--- src/common/spf_map.svh ---
`ifndef SPF_MAP_SVH
`define SPF_MAP_SVH

// frame layout in coded-parameter words
`define SPF_FRAME_WORDS     7'd76
`define SPF_LAST_WORD       7'd75
`define SPF_LAR_WORDS       7'd8
`define SPF_SUB_WORDS       7'd17
`define SPF_POS_LAG         7'd0
`define SPF_POS_GAIN        7'd1
`define SPF_POS_GRID        7'd2
`define SPF_POS_AMP         7'd3
`define SPF_PULSE_FIRST     7'd4
`define SPF_LAST_PULSE      4'd12
`define SPF_LAST_SUB        2'd3

// field widths in bits
`define SPF_W_LAR12         3'd6
`define SPF_W_LAR34         3'd5
`define SPF_W_LAR56         3'd4
`define SPF_W_LAR78         3'd3
`define SPF_W_LAG           3'd7
`define SPF_W_GAIN          3'd2
`define SPF_W_GRID          3'd2
`define SPF_W_AMP           3'd6
`define SPF_W_PULSE         3'd3

// lag range produced by an error-free encoder
`define SPF_LAG_MIN         7'd40
`define SPF_LAG_MAX         7'd120

// sample word format
`define SPF_PCM_MASK        16'hFFF8
`define SPF_SAT_MAX         16'h7FFF
`define SPF_SAT_MIN         16'h8000
`define SPF_PCM_SAT_MAX     16'h7FF8
`define SPF_HALF_RANGE      16'h4000

// timing
`define SPF_CLK_PERIOD_NS    25
`define SPF_SAMPLE_PERIOD_NS 125000
`define SPF_LAST_SAMPLE      8'd159

`endif

--- src/common/spf_pkg.sv ---
package spf_pkg;

  typedef enum logic [2:0] {
    SPF_LAR,
    SPF_LAG,
    SPF_GAIN,
    SPF_GRID,
    SPF_AMP,
    SPF_PULSE
  } spf_kind_t;

endpackage

--- src/spf_format.sv ---
`timescale 1ns/1ps
`include "spf_map.svh"

// Overview of operation
// - Decoder output samples are 13 bits left-justified in 16 bits with the three LSBs zero.
// - The first two ratio codes are 6 bits and the third and fourth 5 bits, right-justified.
// - The fifth and sixth ratio codes are 4 bits and the seventh and eighth 3 bits.
// - A frame is eight ratio codes then four subframes, each opening with 7-bit lag, 2-bit gain.
// - Each subframe carries a 2-bit right-justified grid position code.
// - Each subframe carries a 6-bit right-justified block amplitude code.
// - Each subframe carries thirteen 3-bit right-justified pulse codes numbered 0 to 12.
// - The decoder takes any lag code from 0 to 127 and keeps running deterministically.
// - The decoder takes every value that each field width allows.
// - One frame is 20 ms of signal and exactly 76 coded words at both ends.
// - Samples flow continuously at 8 kHz and one frame is exchanged every 20 ms.
module spf_format #(
  parameter int SAMPLE_CYCLES = `SPF_SAMPLE_PERIOD_NS / `SPF_CLK_PERIOD_NS
) (
  input  wire logic              mclk_i,
  input  wire logic              reset_n_i,
  input  wire logic              enc_sample_valid_i,
  input  wire logic [15:0]       enc_sample_i,
  input  wire logic              encp_valid_i,
  input  wire logic [15:0]       encp_code_i,
  input  wire logic              decp_valid_i,
  input  wire logic [15:0]       decp_word_i,
  input  wire logic              synth_valid_i,
  input  wire logic [15:0]       synth_sample_i,
  output logic                   enc_lin_valid_o,
  output logic [12:0]            enc_linear_o,
  output logic                   enc_lsb_err_o,
  output logic                   encp_valid_o,
  output logic [15:0]            encp_word_o,
  output logic                   encp_last_o,
  output logic                   dec_valid_o,
  output spf_pkg::spf_kind_t     dec_kind_o,
  output logic [1:0]             dec_sub_o,
  output logic [3:0]             dec_slot_o,
  output logic [6:0]             dec_value_o,
  output logic                   dec_last_o,
  output logic                   lag_bad_o,
  output logic                   pcm_valid_o,
  output logic [15:0]            pcm_o,
  output logic                   frame_start_o
);
  import spf_pkg::*;

  // position of a word inside its subframe
  function automatic logic [6:0] pos_of(input logic [6:0] idx);
    pos_of = 7'((idx - `SPF_LAR_WORDS) % `SPF_SUB_WORDS);
  endfunction
  function automatic spf_kind_t kind_of(input logic [6:0] idx);
    if (idx < `SPF_LAR_WORDS) begin
      kind_of = SPF_LAR;
    end else begin
      case (pos_of(idx))
        `SPF_POS_LAG:  kind_of = SPF_LAG;
        `SPF_POS_GAIN: kind_of = SPF_GAIN;
        `SPF_POS_GRID: kind_of = SPF_GRID;
        `SPF_POS_AMP:  kind_of = SPF_AMP;
        default:       kind_of = SPF_PULSE;
      endcase
    end
  endfunction
  function automatic logic [2:0] width_of(input logic [6:0] idx);
    case (kind_of(idx))
      SPF_LAR: begin
        case (idx[2:1])
          2'd0:    width_of = `SPF_W_LAR12;
          2'd1:    width_of = `SPF_W_LAR34;
          2'd2:    width_of = `SPF_W_LAR56;
          default: width_of = `SPF_W_LAR78;
        endcase
      end
      SPF_LAG:  width_of = `SPF_W_LAG;
      SPF_GAIN: width_of = `SPF_W_GAIN;
      SPF_GRID: width_of = `SPF_W_GRID;
      SPF_AMP:  width_of = `SPF_W_AMP;
      default:  width_of = `SPF_W_PULSE;
    endcase
  endfunction
  // any value fits once masked to its width
  function automatic logic [15:0] field_mask(input logic [6:0] idx);
    field_mask = 16'((16'h0001 << width_of(idx)) - 16'h0001);
  endfunction
  function automatic logic [3:0] slot_of(input logic [6:0] idx);
    slot_of = (idx < `SPF_LAR_WORDS) ? 4'(idx) :
              (kind_of(idx) == SPF_PULSE) ? 4'(pos_of(idx) - `SPF_PULSE_FIRST) : 4'h0;
  endfunction
  function automatic logic [1:0] sub_of(input logic [6:0] idx);
    sub_of = (idx < `SPF_LAR_WORDS) ? 2'h0 : 2'((idx - `SPF_LAR_WORDS) / `SPF_SUB_WORDS);
  endfunction
  function automatic logic [15:0] sat_add(input logic [15:0] a, input logic [15:0] b);
    logic [16:0] sum;
    sum     = {a[15], a} + {b[15], b};
    sat_add = (sum[16] == sum[15]) ? sum[15:0] : (sum[16] ? `SPF_SAT_MIN : `SPF_SAT_MAX);
  endfunction

  // encoder side state
  logic              enc_lin_valid_ff, nxt_enc_lin_valid;
  logic [12:0]       enc_linear_ff,    nxt_enc_linear;
  logic              enc_lsb_err_ff,   nxt_enc_lsb_err;
  logic [6:0]        encp_idx_ff,      nxt_encp_idx;
  logic              encp_valid_ff,    nxt_encp_valid;
  logic [15:0]       encp_word_ff,     nxt_encp_word;
  logic              encp_last_ff,     nxt_encp_last;

  always_comb begin
    nxt_enc_lin_valid = enc_sample_valid_i;
    nxt_enc_linear    = enc_sample_valid_i ? enc_sample_i[15:3] : enc_linear_ff;
    nxt_enc_lsb_err   = enc_sample_valid_i ? (enc_sample_i[2:0] != 3'h0) : enc_lsb_err_ff;
    nxt_encp_valid = encp_valid_i;
    nxt_encp_word  = encp_valid_i ? (encp_code_i & field_mask(encp_idx_ff)) : encp_word_ff;
    nxt_encp_last  = encp_valid_i && (encp_idx_ff == `SPF_LAST_WORD);
    nxt_encp_idx   = !encp_valid_i ? encp_idx_ff :
                     (encp_idx_ff == `SPF_LAST_WORD) ? 7'h00 : 7'(encp_idx_ff + 7'h01);
  end

  always_ff @(posedge mclk_i) begin
    if (!reset_n_i) begin
      {enc_lin_valid_ff, enc_linear_ff, enc_lsb_err_ff, encp_idx_ff} <= 22'h0;
      {encp_valid_ff, encp_word_ff, encp_last_ff}                   <= 18'h0;
    end else begin
      enc_lin_valid_ff <= nxt_enc_lin_valid;
      enc_linear_ff    <= nxt_enc_linear;
      enc_lsb_err_ff   <= nxt_enc_lsb_err;
      encp_idx_ff      <= nxt_encp_idx;
      encp_valid_ff    <= nxt_encp_valid;
      encp_word_ff     <= nxt_encp_word;
      encp_last_ff     <= nxt_encp_last;
    end
  end

  // decoder parameter side state
  logic [6:0]        dec_idx_ff,   nxt_dec_idx;
  logic              dec_valid_ff, nxt_dec_valid;
  spf_kind_t         dec_kind_ff,  nxt_dec_kind;
  logic [1:0]        dec_sub_ff,   nxt_dec_sub;
  logic [3:0]        dec_slot_ff,  nxt_dec_slot;
  logic [6:0]        dec_value_ff, nxt_dec_value;
  logic              dec_last_ff,  nxt_dec_last;
  logic              lag_bad_ff,   nxt_lag_bad;
  logic [15:0]       dec_masked;

  always_comb begin
    dec_masked    = decp_word_i & field_mask(dec_idx_ff);
    nxt_dec_valid = decp_valid_i;
    nxt_dec_kind  = dec_kind_ff;
    nxt_dec_sub   = dec_sub_ff;
    nxt_dec_slot  = dec_slot_ff;
    nxt_dec_value = dec_value_ff;
    nxt_dec_last  = 1'b0;
    nxt_lag_bad   = lag_bad_ff;
    nxt_dec_idx   = dec_idx_ff;
    if (decp_valid_i) begin
      nxt_dec_kind  = kind_of(dec_idx_ff);
      nxt_dec_sub   = sub_of(dec_idx_ff);
      nxt_dec_slot  = slot_of(dec_idx_ff);
      nxt_dec_value = dec_masked[6:0];
      nxt_dec_last  = (dec_idx_ff == `SPF_LAST_WORD);
      nxt_dec_idx   = nxt_dec_last ? 7'h00 : 7'(dec_idx_ff + 7'h01);
      // out-of-range lag flagged but passed on
      if (kind_of(dec_idx_ff) == SPF_LAG) begin
        nxt_lag_bad = (dec_masked[6:0] < `SPF_LAG_MIN) || (dec_masked[6:0] > `SPF_LAG_MAX);
      end
    end
  end

  always_ff @(posedge mclk_i) begin
    if (!reset_n_i) begin
      dec_kind_ff  <= SPF_LAR;
      {dec_idx_ff, dec_valid_ff, dec_sub_ff, dec_slot_ff} <= 14'h0;
      {dec_value_ff, dec_last_ff, lag_bad_ff}             <= 9'h0;
    end else begin
      dec_idx_ff   <= nxt_dec_idx;
      dec_valid_ff <= nxt_dec_valid;
      dec_kind_ff  <= nxt_dec_kind;
      dec_sub_ff   <= nxt_dec_sub;
      dec_slot_ff  <= nxt_dec_slot;
      dec_value_ff <= nxt_dec_value;
      dec_last_ff  <= nxt_dec_last;
      lag_bad_ff   <= nxt_lag_bad;
    end
  end

  // sample pacing and output scaling
  logic [12:0]       tick_cnt_ff,    nxt_tick_cnt;
  logic [7:0]        samp_cnt_ff,    nxt_samp_cnt;
  logic [15:0]       hold_ff,        nxt_hold;
  logic              pcm_valid_ff,   nxt_pcm_valid;
  logic [15:0]       pcm_ff,         nxt_pcm;
  logic              frame_start_ff, nxt_frame_start;
  logic              tick;

  always_comb begin
    // one sample slot per 125 us
    tick         = (tick_cnt_ff == 13'(SAMPLE_CYCLES - 1));
    nxt_tick_cnt = tick ? 13'h0000 : 13'(tick_cnt_ff + 13'h0001);
    // late synth sample repeats the last one, keeping output continuous
    nxt_hold     = synth_valid_i ? synth_sample_i : hold_ff;
    nxt_pcm_valid   = tick;
    nxt_pcm         = pcm_ff;
    nxt_frame_start = 1'b0;
    nxt_samp_cnt    = samp_cnt_ff;
    if (tick) begin
      // saturating double, then clear pad bits
      nxt_pcm         = sat_add(hold_ff, hold_ff) & `SPF_PCM_MASK;
      nxt_frame_start = (samp_cnt_ff == 8'h00);
      nxt_samp_cnt    = (samp_cnt_ff == `SPF_LAST_SAMPLE) ? 8'h00 : 8'(samp_cnt_ff + 8'h01);
    end
  end

  always_ff @(posedge mclk_i) begin
    if (!reset_n_i) begin
      {tick_cnt_ff, samp_cnt_ff, hold_ff}    <= 37'h0;
      {pcm_valid_ff, pcm_ff, frame_start_ff} <= 18'h0;
    end else begin
      tick_cnt_ff    <= nxt_tick_cnt;
      samp_cnt_ff    <= nxt_samp_cnt;
      hold_ff        <= nxt_hold;
      pcm_valid_ff   <= nxt_pcm_valid;
      pcm_ff         <= nxt_pcm;
      frame_start_ff <= nxt_frame_start;
    end
  end

  assign enc_lin_valid_o = enc_lin_valid_ff;
  assign enc_linear_o    = enc_linear_ff;
  assign enc_lsb_err_o   = enc_lsb_err_ff;
  assign encp_valid_o    = encp_valid_ff;
  assign encp_word_o     = encp_word_ff;
  assign encp_last_o     = encp_last_ff;
  assign dec_valid_o     = dec_valid_ff;
  assign dec_kind_o      = dec_kind_ff;
  assign dec_sub_o       = dec_sub_ff;
  assign dec_slot_o      = dec_slot_ff;
  assign dec_value_o     = dec_value_ff;
  assign dec_last_o      = dec_last_ff;
  assign lag_bad_o       = lag_bad_ff;
  assign pcm_valid_o     = pcm_valid_ff;
  assign pcm_o           = pcm_ff;
  assign frame_start_o   = frame_start_ff;
endmodule

--- config.mk ---
export PLATFORM = sky130hd
export DESIGN_NAME = spf_format
export DESIGN_NICKNAME = d
export VERILOG_FILES = /design/src/common/spf_pkg.sv /design/src/spf_format.sv
export VERILOG_INCLUDE_DIRS = /design/src /design/src/common
export SDC_FILE = /design/constraint.sdc
export NUM_CORES = 1
export LEC_CHECK = 0
export BUFFER_PORTS_ARGS = -buffer_cell sky130_fd_sc_hd__buf_2
export CAP_MARGIN = 20
export CORE_UTILIZATION = 40
export CTS_CLUSTER_SIZE = 14
export DETAILED_ROUTE_END_ITERATION = 8
export HOLD_SLACK_MARGIN = 0.15
export RECOVER_POWER = 50
export SYNTH_ARGS = -nofsm -noshare
export SYNTH_HDL_FRONTEND = slang
export SYNTH_SLANG_ARGS = --single-unit
--- constraint.sdc ---
create_clock -name mclk_i -period 6.5 [get_ports mclk_i]
set_clock_uncertainty 0.2 [all_clocks]
set_input_delay 0.325 -clock mclk_i [delete_from_list [all_inputs] [get_ports mclk_i]]
set_output_delay 0.325 -clock mclk_i [all_outputs]
set_load 0.01 [all_outputs]
## After elaboration in Yosys (flattened, before gate mapping)

Cells that the tools add are included.

- Add/sub/neg operators: 10
- Div/mod/pow operators: 3
- Reductions and logical operators: 16
- Shifts and indexed selects: 2
- Equal/unequal tests: 25
- Muxes and demuxes: 17
- $lt $le $gt $ge: 4
- Bitwise gates (word level): 3

Operator list:

| kind | number |
|---|---|
| 3-bit one-hot mux with 4 select lines | 4 |
| 16-bit 2-to-1 mux | 2 |
| 7-bit by 2-bit == test with 1-bit output, second input constant | 4 |
| 3-bit one-hot mux with 3 select lines | 2 |
| 16-bit by 16-bit adder with 17-bit output | 1 |
| 16-bit AND | 1 |
| 1-bit by 3-bit << shifter with 16-bit output, first input constant | 1 |
| 16-bit by 1-bit subtractor with 16-bit output, second input constant | 1 |
| 7-bit by 1-bit adder with 7-bit output, second input constant | 2 |
| 7-bit by 1-bit == test with 1-bit output, second input constant | 2 |
| 7-bit == test, second input constant | 2 |
| 7-bit zero test | 2 |
| 7-bit by 4-bit less-than comparator with 1-bit output, second input constant | 2 |
| 7-bit by 5-bit remainder unit with 7-bit output, second input constant | 2 |
| 7-bit 2-to-1 mux | 2 |
| 7-bit by 4-bit subtractor with 7-bit output, second input constant | 2 |
| 13-bit by 1-bit adder with 13-bit output, second input constant | 1 |
| 13-bit == test, second input constant | 1 |
| 3-bit by 2-bit == test with 1-bit output, second input constant | 4 |
| 3-bit by 1-bit == test with 1-bit output, second input constant | 3 |
| 3-bit == test, second input constant | 3 |
| 3-bit 2-to-1 mux | 3 |
| 8-bit by 1-bit adder with 8-bit output, second input constant | 1 |
| 8-bit == test, second input constant | 1 |
| other kinds (22) | 31 |

- Bits of input ports: 70
- Output and inout bits: 70
- Logic and storage cells: 101
- Register bits: 118

## Depth between registers and ports, before layout

Gate-level depths: netlist (run 1).

- Word-level depth: 13
- Mapped depth: 22
- Depth with buffers taken out: 21

## Least setup slack after synthesis (run 1)

OpenSTA, ideal clock, no wires.

- Path kind: reg2reg
- Start point: reg dec_idx_ff[1]
- End point: reg lag_bad_ff, in the netlist lag_bad_o
- Slack: 1117 ps
- Stages on the path, launching flop included: 22
- Period minus slack after synthesis: 5383 ps
- Arrival: 5064 ps
- Path buffers: 1
- Setup time: 120 ps
- Required time: 6180 ps
- Cells stage by stage: dfxtp_1 > clkbuf_8 > inv_1 > ha_1 > nor3b_4 > a32oi_4 > xnor2_1 > inv_1 > ha_1 > a2111oi_0 > mux2i_1 > a32o_1 > a211oi_2 > a211oi_1 > a31o_2 > a21oi_1 > ha_1 > o21ai_4 > or3_1 > and4_4 > o311a_1 > a211o_1

- Word-level cells in the longest chain between the ends: 13
- Elaborated cells between the ends (all ways): 29
- Classes of those cells: add/sub: 2; div: 1; order compare: 3; eq/ne: 10; shift: 1; mux: 5; bitwise: 1; reduce/logical: 6

Ends and longest elaborated chain:

| item | RTL line | text |
|---|---|---|
| start: declaration | spf_format.sv:135 | `logic [6:0] dec_idx_ff, nxt_dec_idx;` |
| start signal: assignment | spf_format.sv:175 | `dec_idx_ff <= nxt_dec_idx;` |
| 7-bit by 4-bit subtractor with 7-bit output (no source line) | -- |  |
| 7-bit by 5-bit remainder unit with 7-bit output (no source line) | -- |  |
| 7-bit by 2-bit == test with 1-bit output (tied with other cells) | spf_format.sv:56 | `case (pos_of(idx))` |
| 3-bit one-hot mux with 4 select lines | spf_format.sv:56 |  |
| 3-bit 2-to-1 mux | spf_format.sv:53 | `` if (idx < `SPF_LAR_WORDS) begin `` |
| 3-bit by 2-bit == test with 1-bit output | spf_format.sv:66 | `case (kind_of(idx))` |
| 2-bit OR reduction (no source line) | -- |  |
| 3-bit one-hot mux with 4 select lines | spf_format.sv:66 |  |
| 1-bit by 3-bit << shifter with 7-bit output | spf_format.sv:84 | `field_mask = 16'((16'h0001 << width_of(idx)) - 16'h0001);` |
| 7-bit by 1-bit subtractor with 7-bit output | spf_format.sv:84 |  |
| 7-bit AND | spf_format.sv:146 | `dec_masked = decp_word_i & field_mask(dec_idx_ff);` |
| 7-bit by 6-bit less-than comparator with 1-bit output (no source line) or 7-bit greater-than comparator (tied branches) | -- |  |
| 1-bit logical OR | spf_format.sv:164 | `` nxt_lag_bad = (dec_masked[6:0] < `SPF_LAG_MIN) \|\| (dec_masked[6:0] > `SPF_LAG_MAX); `` |
| end signal: assignment | spf_format.sv:182 | `lag_bad_ff <= nxt_lag_bad;` |
| end: declaration | spf_format.sv:142 | `logic lag_bad_ff, nxt_lag_bad;` |

Several ways; a longest one is shown, not always the timed one. The select of a mux whose other input is x is not followed.
A chain may end at the register's enable or synchronous reset.

## Final worst setup path (run 1)

- Start point: reg dec_idx_ff[4]
- End point: reg lag_bad_ff, in the netlist lag_bad_o

- Word-level cells in the longest chain between the ends: 13
- Elaborated cells between the ends (all ways): 25
- Classes of those cells: add/sub: 2; div: 1; order compare: 3; eq/ne: 8; shift: 1; mux: 4; bitwise: 1; reduce/logical: 5

Ends and longest elaborated chain:

| item | RTL line |
|---|---|
| 7-bit by 4-bit subtractor with 7-bit output (no source line) | -- |
| 7-bit by 5-bit remainder unit with 7-bit output (no source line) | -- |
| 7-bit by 2-bit == test with 1-bit output (tied with other cells) | spf_format.sv:56 |
| 3-bit one-hot mux with 4 select lines | spf_format.sv:56 |
| 3-bit 2-to-1 mux * | spf_format.sv:53 |
| 3-bit by 2-bit == test with 1-bit output | spf_format.sv:66 |
| 2-bit OR reduction (no source line) | -- |
| 3-bit one-hot mux with 4 select lines | spf_format.sv:66 |
| 1-bit by 3-bit << shifter with 7-bit output | spf_format.sv:84 |
| 7-bit by 1-bit subtractor with 7-bit output | spf_format.sv:84 |
| 7-bit AND | spf_format.sv:146 |
| 7-bit by 6-bit less-than comparator with 1-bit output (no source line) or 7-bit greater-than comparator (tied branches) | -- |
| 1-bit logical OR | spf_format.sv:164 |

Mark *: on every way between the ends. The rest lies on a longest branch, timed or not. The select of a mux whose other input is x is not followed.

==> results of run 1 <==
[power groups by stage]
stage | combinational, mW | clock [mW] | sequential [mW]
after detailed placement | 0.212 | 0 | 0.764
after floorplan | 0.142 | 0 | 0.767
final | 0.234 | 1.01 | 0.750
after global placement | 0.211 | 0 | 0.764
after CTS | 0.237 | 1.02 | 0.749
after global routing | 0.258 | 1.06 | 0.753
[state kept, by name, summed over array words and instances, names as in the netlist, 2 cells and up]
name / count
dec_idx_ff: 7
dec_kind_o: 3
dec_slot_o: 4
dec_sub_o: 2
dec_value_o: 7
enc_linear_o: 13
encp_idx_ff: 7
encp_word_o: 16
hold_ff: 14
pcm_o: 13
samp_cnt_ff: 8
tick_cnt_ff: 13
[per-stage QoR]
stage / instance area, µm² / std cells / utilization / power (mW) / hold WS [ns]
floorplan: 6740 / 793 / - / 0.909 / 0.226
global placement: 7520 / 1106 / 0.455 / 0.975 / 0.237
detailed placement: 7520 / 1106 / 0.455 / 0.977 / 0.243
CTS: 8660 / 1188 / 0.524 / 2.01 / 0.150
global route: 8570 / 1188 / 0.519 / 2.07 / 0.181
finish: 8570 / 1188 / 0.519 / 1.99 / 0.157
[cell usage after synthesis (8+ instances only)]
master	count	area, µm²
a211oi_1	17	128
a21oi_1	38	190
and2_1	8	50.1
and3_1	8	50.1
clkbuf_1	29	109
dfxtp_1	116	2320
ha_1	34	425
inv_1	25	93.8
mux2i_1	42	420
nand2_1	56	210
nand2b_1	10	62.6
nand3_1	26	130
nand4_1	12	75.1
nor2_1	123	462
nor3_1	16	80.1
o21ai_0	17	85.1
xnor2_1	24	210
xor2_1	19	166
[cells by family after synthesis]
group           Yosys count  share of synthesized area
simple gates            304                      0.219
compound gates          176                      0.202
flops                   116                      0.345
buf+inv                  70                     0.0465
mux                      45                     0.0675
xor+xnor                 43                     0.0560
fa+ha+maj                34                     0.0632
other cells               2                    0.00112
[final cells by class]
cell class / count / share of cell area
sequential: 116 / 0.271
clock inverter: 11 / 0.0203
clock buffer: 21 / 0.0537
inverter: 28 / 0.0123
tap: 220 / 0.0321
timing repair buffer: 185 / 0.131
multi-input combinational: 607 / 0.480
[worst paths after layout]
check | from | to
worst max-delay path | dec_idx_ff[4] | lag_bad_o
worst min-delay path | encp_valid_i | encp_word_o[15]
worst max register to register | dec_idx_ff[4] | lag_bad_o
worst min register to register | dec_value_o[3] | dec_value_o[3]
[cell usage in the layout (no fill, tap or decap), drive strengths merged, types with 6 or more instances in the layout]
cell type and n:
nand2b 10, nand3 26, dlygate4sd3 50, and2 9, nand4 12, and3 10, ha 34, o31ai 6
nand2 56, a2111oi 6, buf 67, clkbuf 89, nor2 123, inv 27, xor2 19, a21oi 39
nor3 16, a211oi 18, nor4 6, mux2i 42, dfxtp 116, or3 8, xnor2 24, o21ai 20
[worst reg2reg max path, stage by stage (launching register included)]
cell and delay [ns]:
dfxtp_1 0.45, inv_1 0.12, ha_1 0.38, nand4_1 0.25
a32oi_4 0.45, xnor2_1 0.20, inv_1 0.11, ha_1 0.22
a2111oi_0 0.34, mux2i_1 0.18, a32oi_1 0.32, o211a_1 0.25
a211oi_1 0.14, a31o_2 0.26, a21oi_1 0.22, ha_1 0.35
o21ai_4 0.14, or3_1 0.39, and4_4 0.20, o311a_1 0.33
a211o_1 0.27
[routing by layer]
metal  global-route usage  part of all wire
met2                0.327              0.46
met3               0.0633             0.062
met5                    0                 0
met1                0.263              0.46
met4               0.0627             0.015
==> flow_summary.ini, run 1 <==
[pwr]
comb_power_share = 0.118
p_per_area_nw_per_um2 = 232
peakVddDrop_mv = 0.193
switchingPower_uw = 488
power.internal_mw = 1.50
p_leak_nw = 3.45
pwr-share-seq = 0.377
switching_share = 0.245
clkPwrFrac = 0.505

[timing]
worstMarginPinSlew_ns = 0.909
fin_ws_ns = 0.615
min_period_over_period = 0.905
finalSetupTns_ns = 0
rsz0062_at_grt = no
fmax_mhz = 170
setup_viol = 0
hold_viol = 0
finalWorstPathRequiredPeriod_ns = 5.89
relSlewSlack = 0.394
drv_slew = 0

[cells_and_area]
diodes = 0
multiInputGateArea_um2 = 4110
fin_nets = 1059
fill_cells = 1617
regArea_um2 = 2320
area_growth_pct = 27.4
drive_gt1_frac = 0.139

[route]
totalWireLength_um = 17400
ant_nets = 0
drc = 0
drt-initial-drc-count = 317
via_count = 6200
viasPerCell = 5.22
dr.pass1.iters = 5
wl_per_cell_um = 14.6

[worst_setup_path]
worstPathArrival_ns = 5.98
worstPathCellList = inv_1, ha_1, nand4_1, a32oi_4, xnor2_1, inv_1, ha_1, a2111oi_0, mux2i_1, a32oi_1, o211a_1, a211oi_1, a31o_2, a21oi_1, ha_1, o21ai_4, or3_1, and4_4, o311a_1, a211o_1
cp_top_family = compound AO/OA/AOI/OAI gates
crit_path_start_kind = register
endpoint_kind = register
cp.required_ns = 6.60
critPathMostFrequentCell = ha_1
reg2regPathDepth = 20
cp_max_fo = 8
path_class = reg -> reg
cp.buffers_inverters = 2
slowest_stage = dfxtp_1
slowest_delay_ns = 0.45
worst-path-stages = 20
r2r_setup_slack_ns = 0.61

[cts]
cts_resized = 0
clkTransAtPathRegs_ns = 0.06
clockBufferDepth = 2
cts_buffers = 17
clk_latency_ns = 0.41
cts_setup_buffers = 0
clk_root_buffer_cell = clkbuf_16
cts.sinks = 116
cts.htree.levels = 4
cts_hold_buf = 50
cts_tree = yes

[floorplanning]
rows = 47
dieArea_um2 = 17300
die_height_um = 132
die_x_um = 132
start_util = 0.407
io_pins = 140
core_region_area_um2 = 16500

[logic_synthesis]
synth_edf_count = 0
synth_seq_area_share = 0.345
synth_area_um2 = 6730
async_flop_share = 0
ys_seq_elements = 116
yosys_most_used_dff = dfxtp_1
syn_inst = 790
synth_cell_type_count = 93
synth-warning-count = 0
synth.avg_cell_area_um2 = 8.52

[placed_design]
pre_cts_slack_ns = 0.719
io_buffers = 122
globalplace.congestion = 0.846
dp_hpwl_um = 12000

[hold_path]
min_path_cells = 3
hp-class = in -> reg

[global_routing]
grt_start_max_net_pins = 72
grt_overflow = 0
grt_pass1_vias = 5836
grt_antenna_before_repair = 0
grt_use_total = 0.205
grt_first_pass_wirelength_um = 29000

[status]
status = completed

[run]
drv_cap = 0
(Power assumes the default switching activity.)
==> run 2: changes to the inputs <==
--- a/config.mk
+++ b/config.mk
@@ -12,6 +12,7 @@
 export CTS_CLUSTER_SIZE = 14
 export DETAILED_ROUTE_END_ITERATION = 8
 export HOLD_SLACK_MARGIN = 0.15
+export PLACE_DENSITY = 0.67
 export RECOVER_POWER = 50
 export SYNTH_ARGS = -nofsm -noshare
 export SYNTH_HDL_FRONTEND = slang
==> flow_summary.ini, run 2 (synthesis gave the netlist of run 1 again) <==
[cts]
clkTransAtPathRegs_ns = 0.05
clockBufferDepth = 2
cts.sinks = 116
clk_root_buffer_cell = clkbuf_16
cts_buffers = 17
cts_tree = yes
cts_setup_buffers = 0
cts.htree.levels = 4
clk_latency_ns = 0.41

[timing]
worstMarginPinSlew_ns = 3.36
finalWorstPathRequiredPeriod_ns = 5.84
relSlewSlack = -1.24
finalSetupTns_ns = 0
fmax_mhz = 171
fin_ws_ns = 0.663
hold_viol = 0
min_period_over_period = 0.898
setup_viol = 0
rsz0062_at_grt = no
drv_slew = 72

[hold_path]
min-delay-start = encp_valid_i
min_to = encp_word_o[15]
hp-class = in -> reg
min_path_cells = 3

[route]
viasPerCell = 5.28
ant_nets = 0
wl_met2_um = 7790
dr.pass1.iters = 5
wl_met3_um = 919
drc = 0
totalWireLength_um = 17300
highest_layer = met4
via_count = 6272
wirelength_met1_um = 8210
wl_per_cell_um = 14.5
drt-initial-drc-count = 368

[global_routing]
grt_antenna_before_repair = 1
grt_start_max_net_pins = 72
grt_overflow = 0
grt_use_total = 0.203
grt_pass1_vias = 5907
grt_first_pass_wirelength_um = 28900

[floorplanning]
io_pins = 140
rows = 47
die_height_um = 132
die_x_um = 132
dieArea_um2 = 17300
core_region_area_um2 = 16500
start_util = 0.407

[placed_design]
place_area_um2 = 7510
pre_cts_slack_ns = 0.753
io_buffers = 122
globalplace.congestion = 0.888
dp_hpwl_um = 11900

[cells_and_area]
final_core_util = 0.516
mostFrequentLayoutCells = nor2_1, dfxtp_1, clkbuf_1, nand2_1, buf_2
fin_area_um2 = 8520
drive_gt1_frac = 0.137
area_growth_pct = 26.6
largest_reg_flops = 16
final_common_cell = nor2_1
fin_nets = 1058

[pwr]
finalPower_mw = 1.91
p_leak_nw = 3.42
p_per_area_nw_per_um2 = 224
peakVddDrop_mv = 0.171

[worst_setup_path]
cp_top_family = compound AO/OA/AOI/OAI gates
cp.buffers_inverters = 2
slowest_delay_ns = 0.45
path_class = reg -> reg
worstPathArrival_ns = 5.93
r2r_end = lag_bad_o
slowest_stage = dfxtp_1
cp_max_fo = 8
worstPathCellList = inv_1, ha_1, nand4_1, a32oi_4, xnor2_1, inv_1, ha_1, a2111oi_0, mux2i_1, a32o_1, a211oi_2, a211oi_1, a31o_2, a21oi_1, ha_1, o21ai_4, or3_1, and4_4, o311a_1, a211o_1
endpoint_kind = register
cp.required_ns = 6.60
critPathMostFrequentCell = ha_1
crit_path_start_kind = register
reg2regPathDepth = 20
r2r_setup_slack_ns = 0.66
timing.rr.start = dec_idx_ff[4]

[run]
drv_cap = 1

[status]
violations = max-capacitance violations, max-slew violations
status = complete, but fails checks
[run 2: timing repair]
action / 4_1_cts / 5_1_grt
hold buffers: 51 / 0
resized for setup: 0 / 0
endpoints found under the hold margin: 51 / 0
[run 2: worst reg2reg max path: stages, from the launching register on]
cell       delay [ns]
dfxtp_1          0.45
inv_1            0.13
ha_1             0.38
nand4_1          0.24
a32oi_4          0.44
xnor2_1          0.21
inv_1            0.11
ha_1             0.23
a2111oi_0        0.35
mux2i_1          0.17
a32o_1           0.31
a211oi_2         0.26
a211oi_1         0.12
a31o_2           0.26
a21oi_1          0.20
ha_1             0.35
o21ai_4          0.15
or3_1            0.39
and4_4           0.20
o311a_1          0.32
a211o_1          0.26
[run 2: layout make-up]
type	count	area (µm²)
fill	1576	8010
multi-input combinational	607	4110
sequential	116	2320
timing repair buffer	184	1110
clock buffer	21	460
tap	220	275
clock inverter	11	126
inverter	28	105
antenna	1	2.50
[run 2: worst max-delay path by stage]
stage,from,to,slack [ns],cells past startpoint
2_1_floorplan,dec_idx_ff[1],lag_bad_o,1.12,21
3_3_place_gp,dec_idx_ff[4],lag_bad_o,0.75,19
3_5_place_dp,dec_idx_ff[4],lag_bad_o,0.75,19
4_1_cts,dec_idx_ff[4],lag_bad_o,0.73,19
5_1_grt,encp_idx_ff[3],encp_word_o[7],0.28,16
6_report,dec_idx_ff[4],lag_bad_o,0.66,20
[run 2: routing by layer]
| layer | GRT usage | up-vias |
|---|---|---|
| met2 | 0.320 | 152 |
| met1 | 0.265 | 2915 |
| li1 | - | 3178 |
| met3 | 0.0536 | 27 |
| met5 | 0 | - |
| met4 | 0.0762 | 0 |
[run 2: report_power, final]
| part | switching [mW] | internal, mW | total, mW |
|---|---|---|---|
| logic | 0.128 | 0.104 | 0.231 |
| clock network | 0.341 | 0.585 | 0.926 |
| registers | 0.0187 | 0.734 | 0.753 |
[run 2: stage by stage]
stage | hold slack, ns | instances
floorplan | 0.226 | 793
global placement | 0.238 | 1104
detailed placement | 0.238 | 1104
global route | 0.174 | 1188
finish | 0.177 | 1188
CTS | 0.161 | 1187
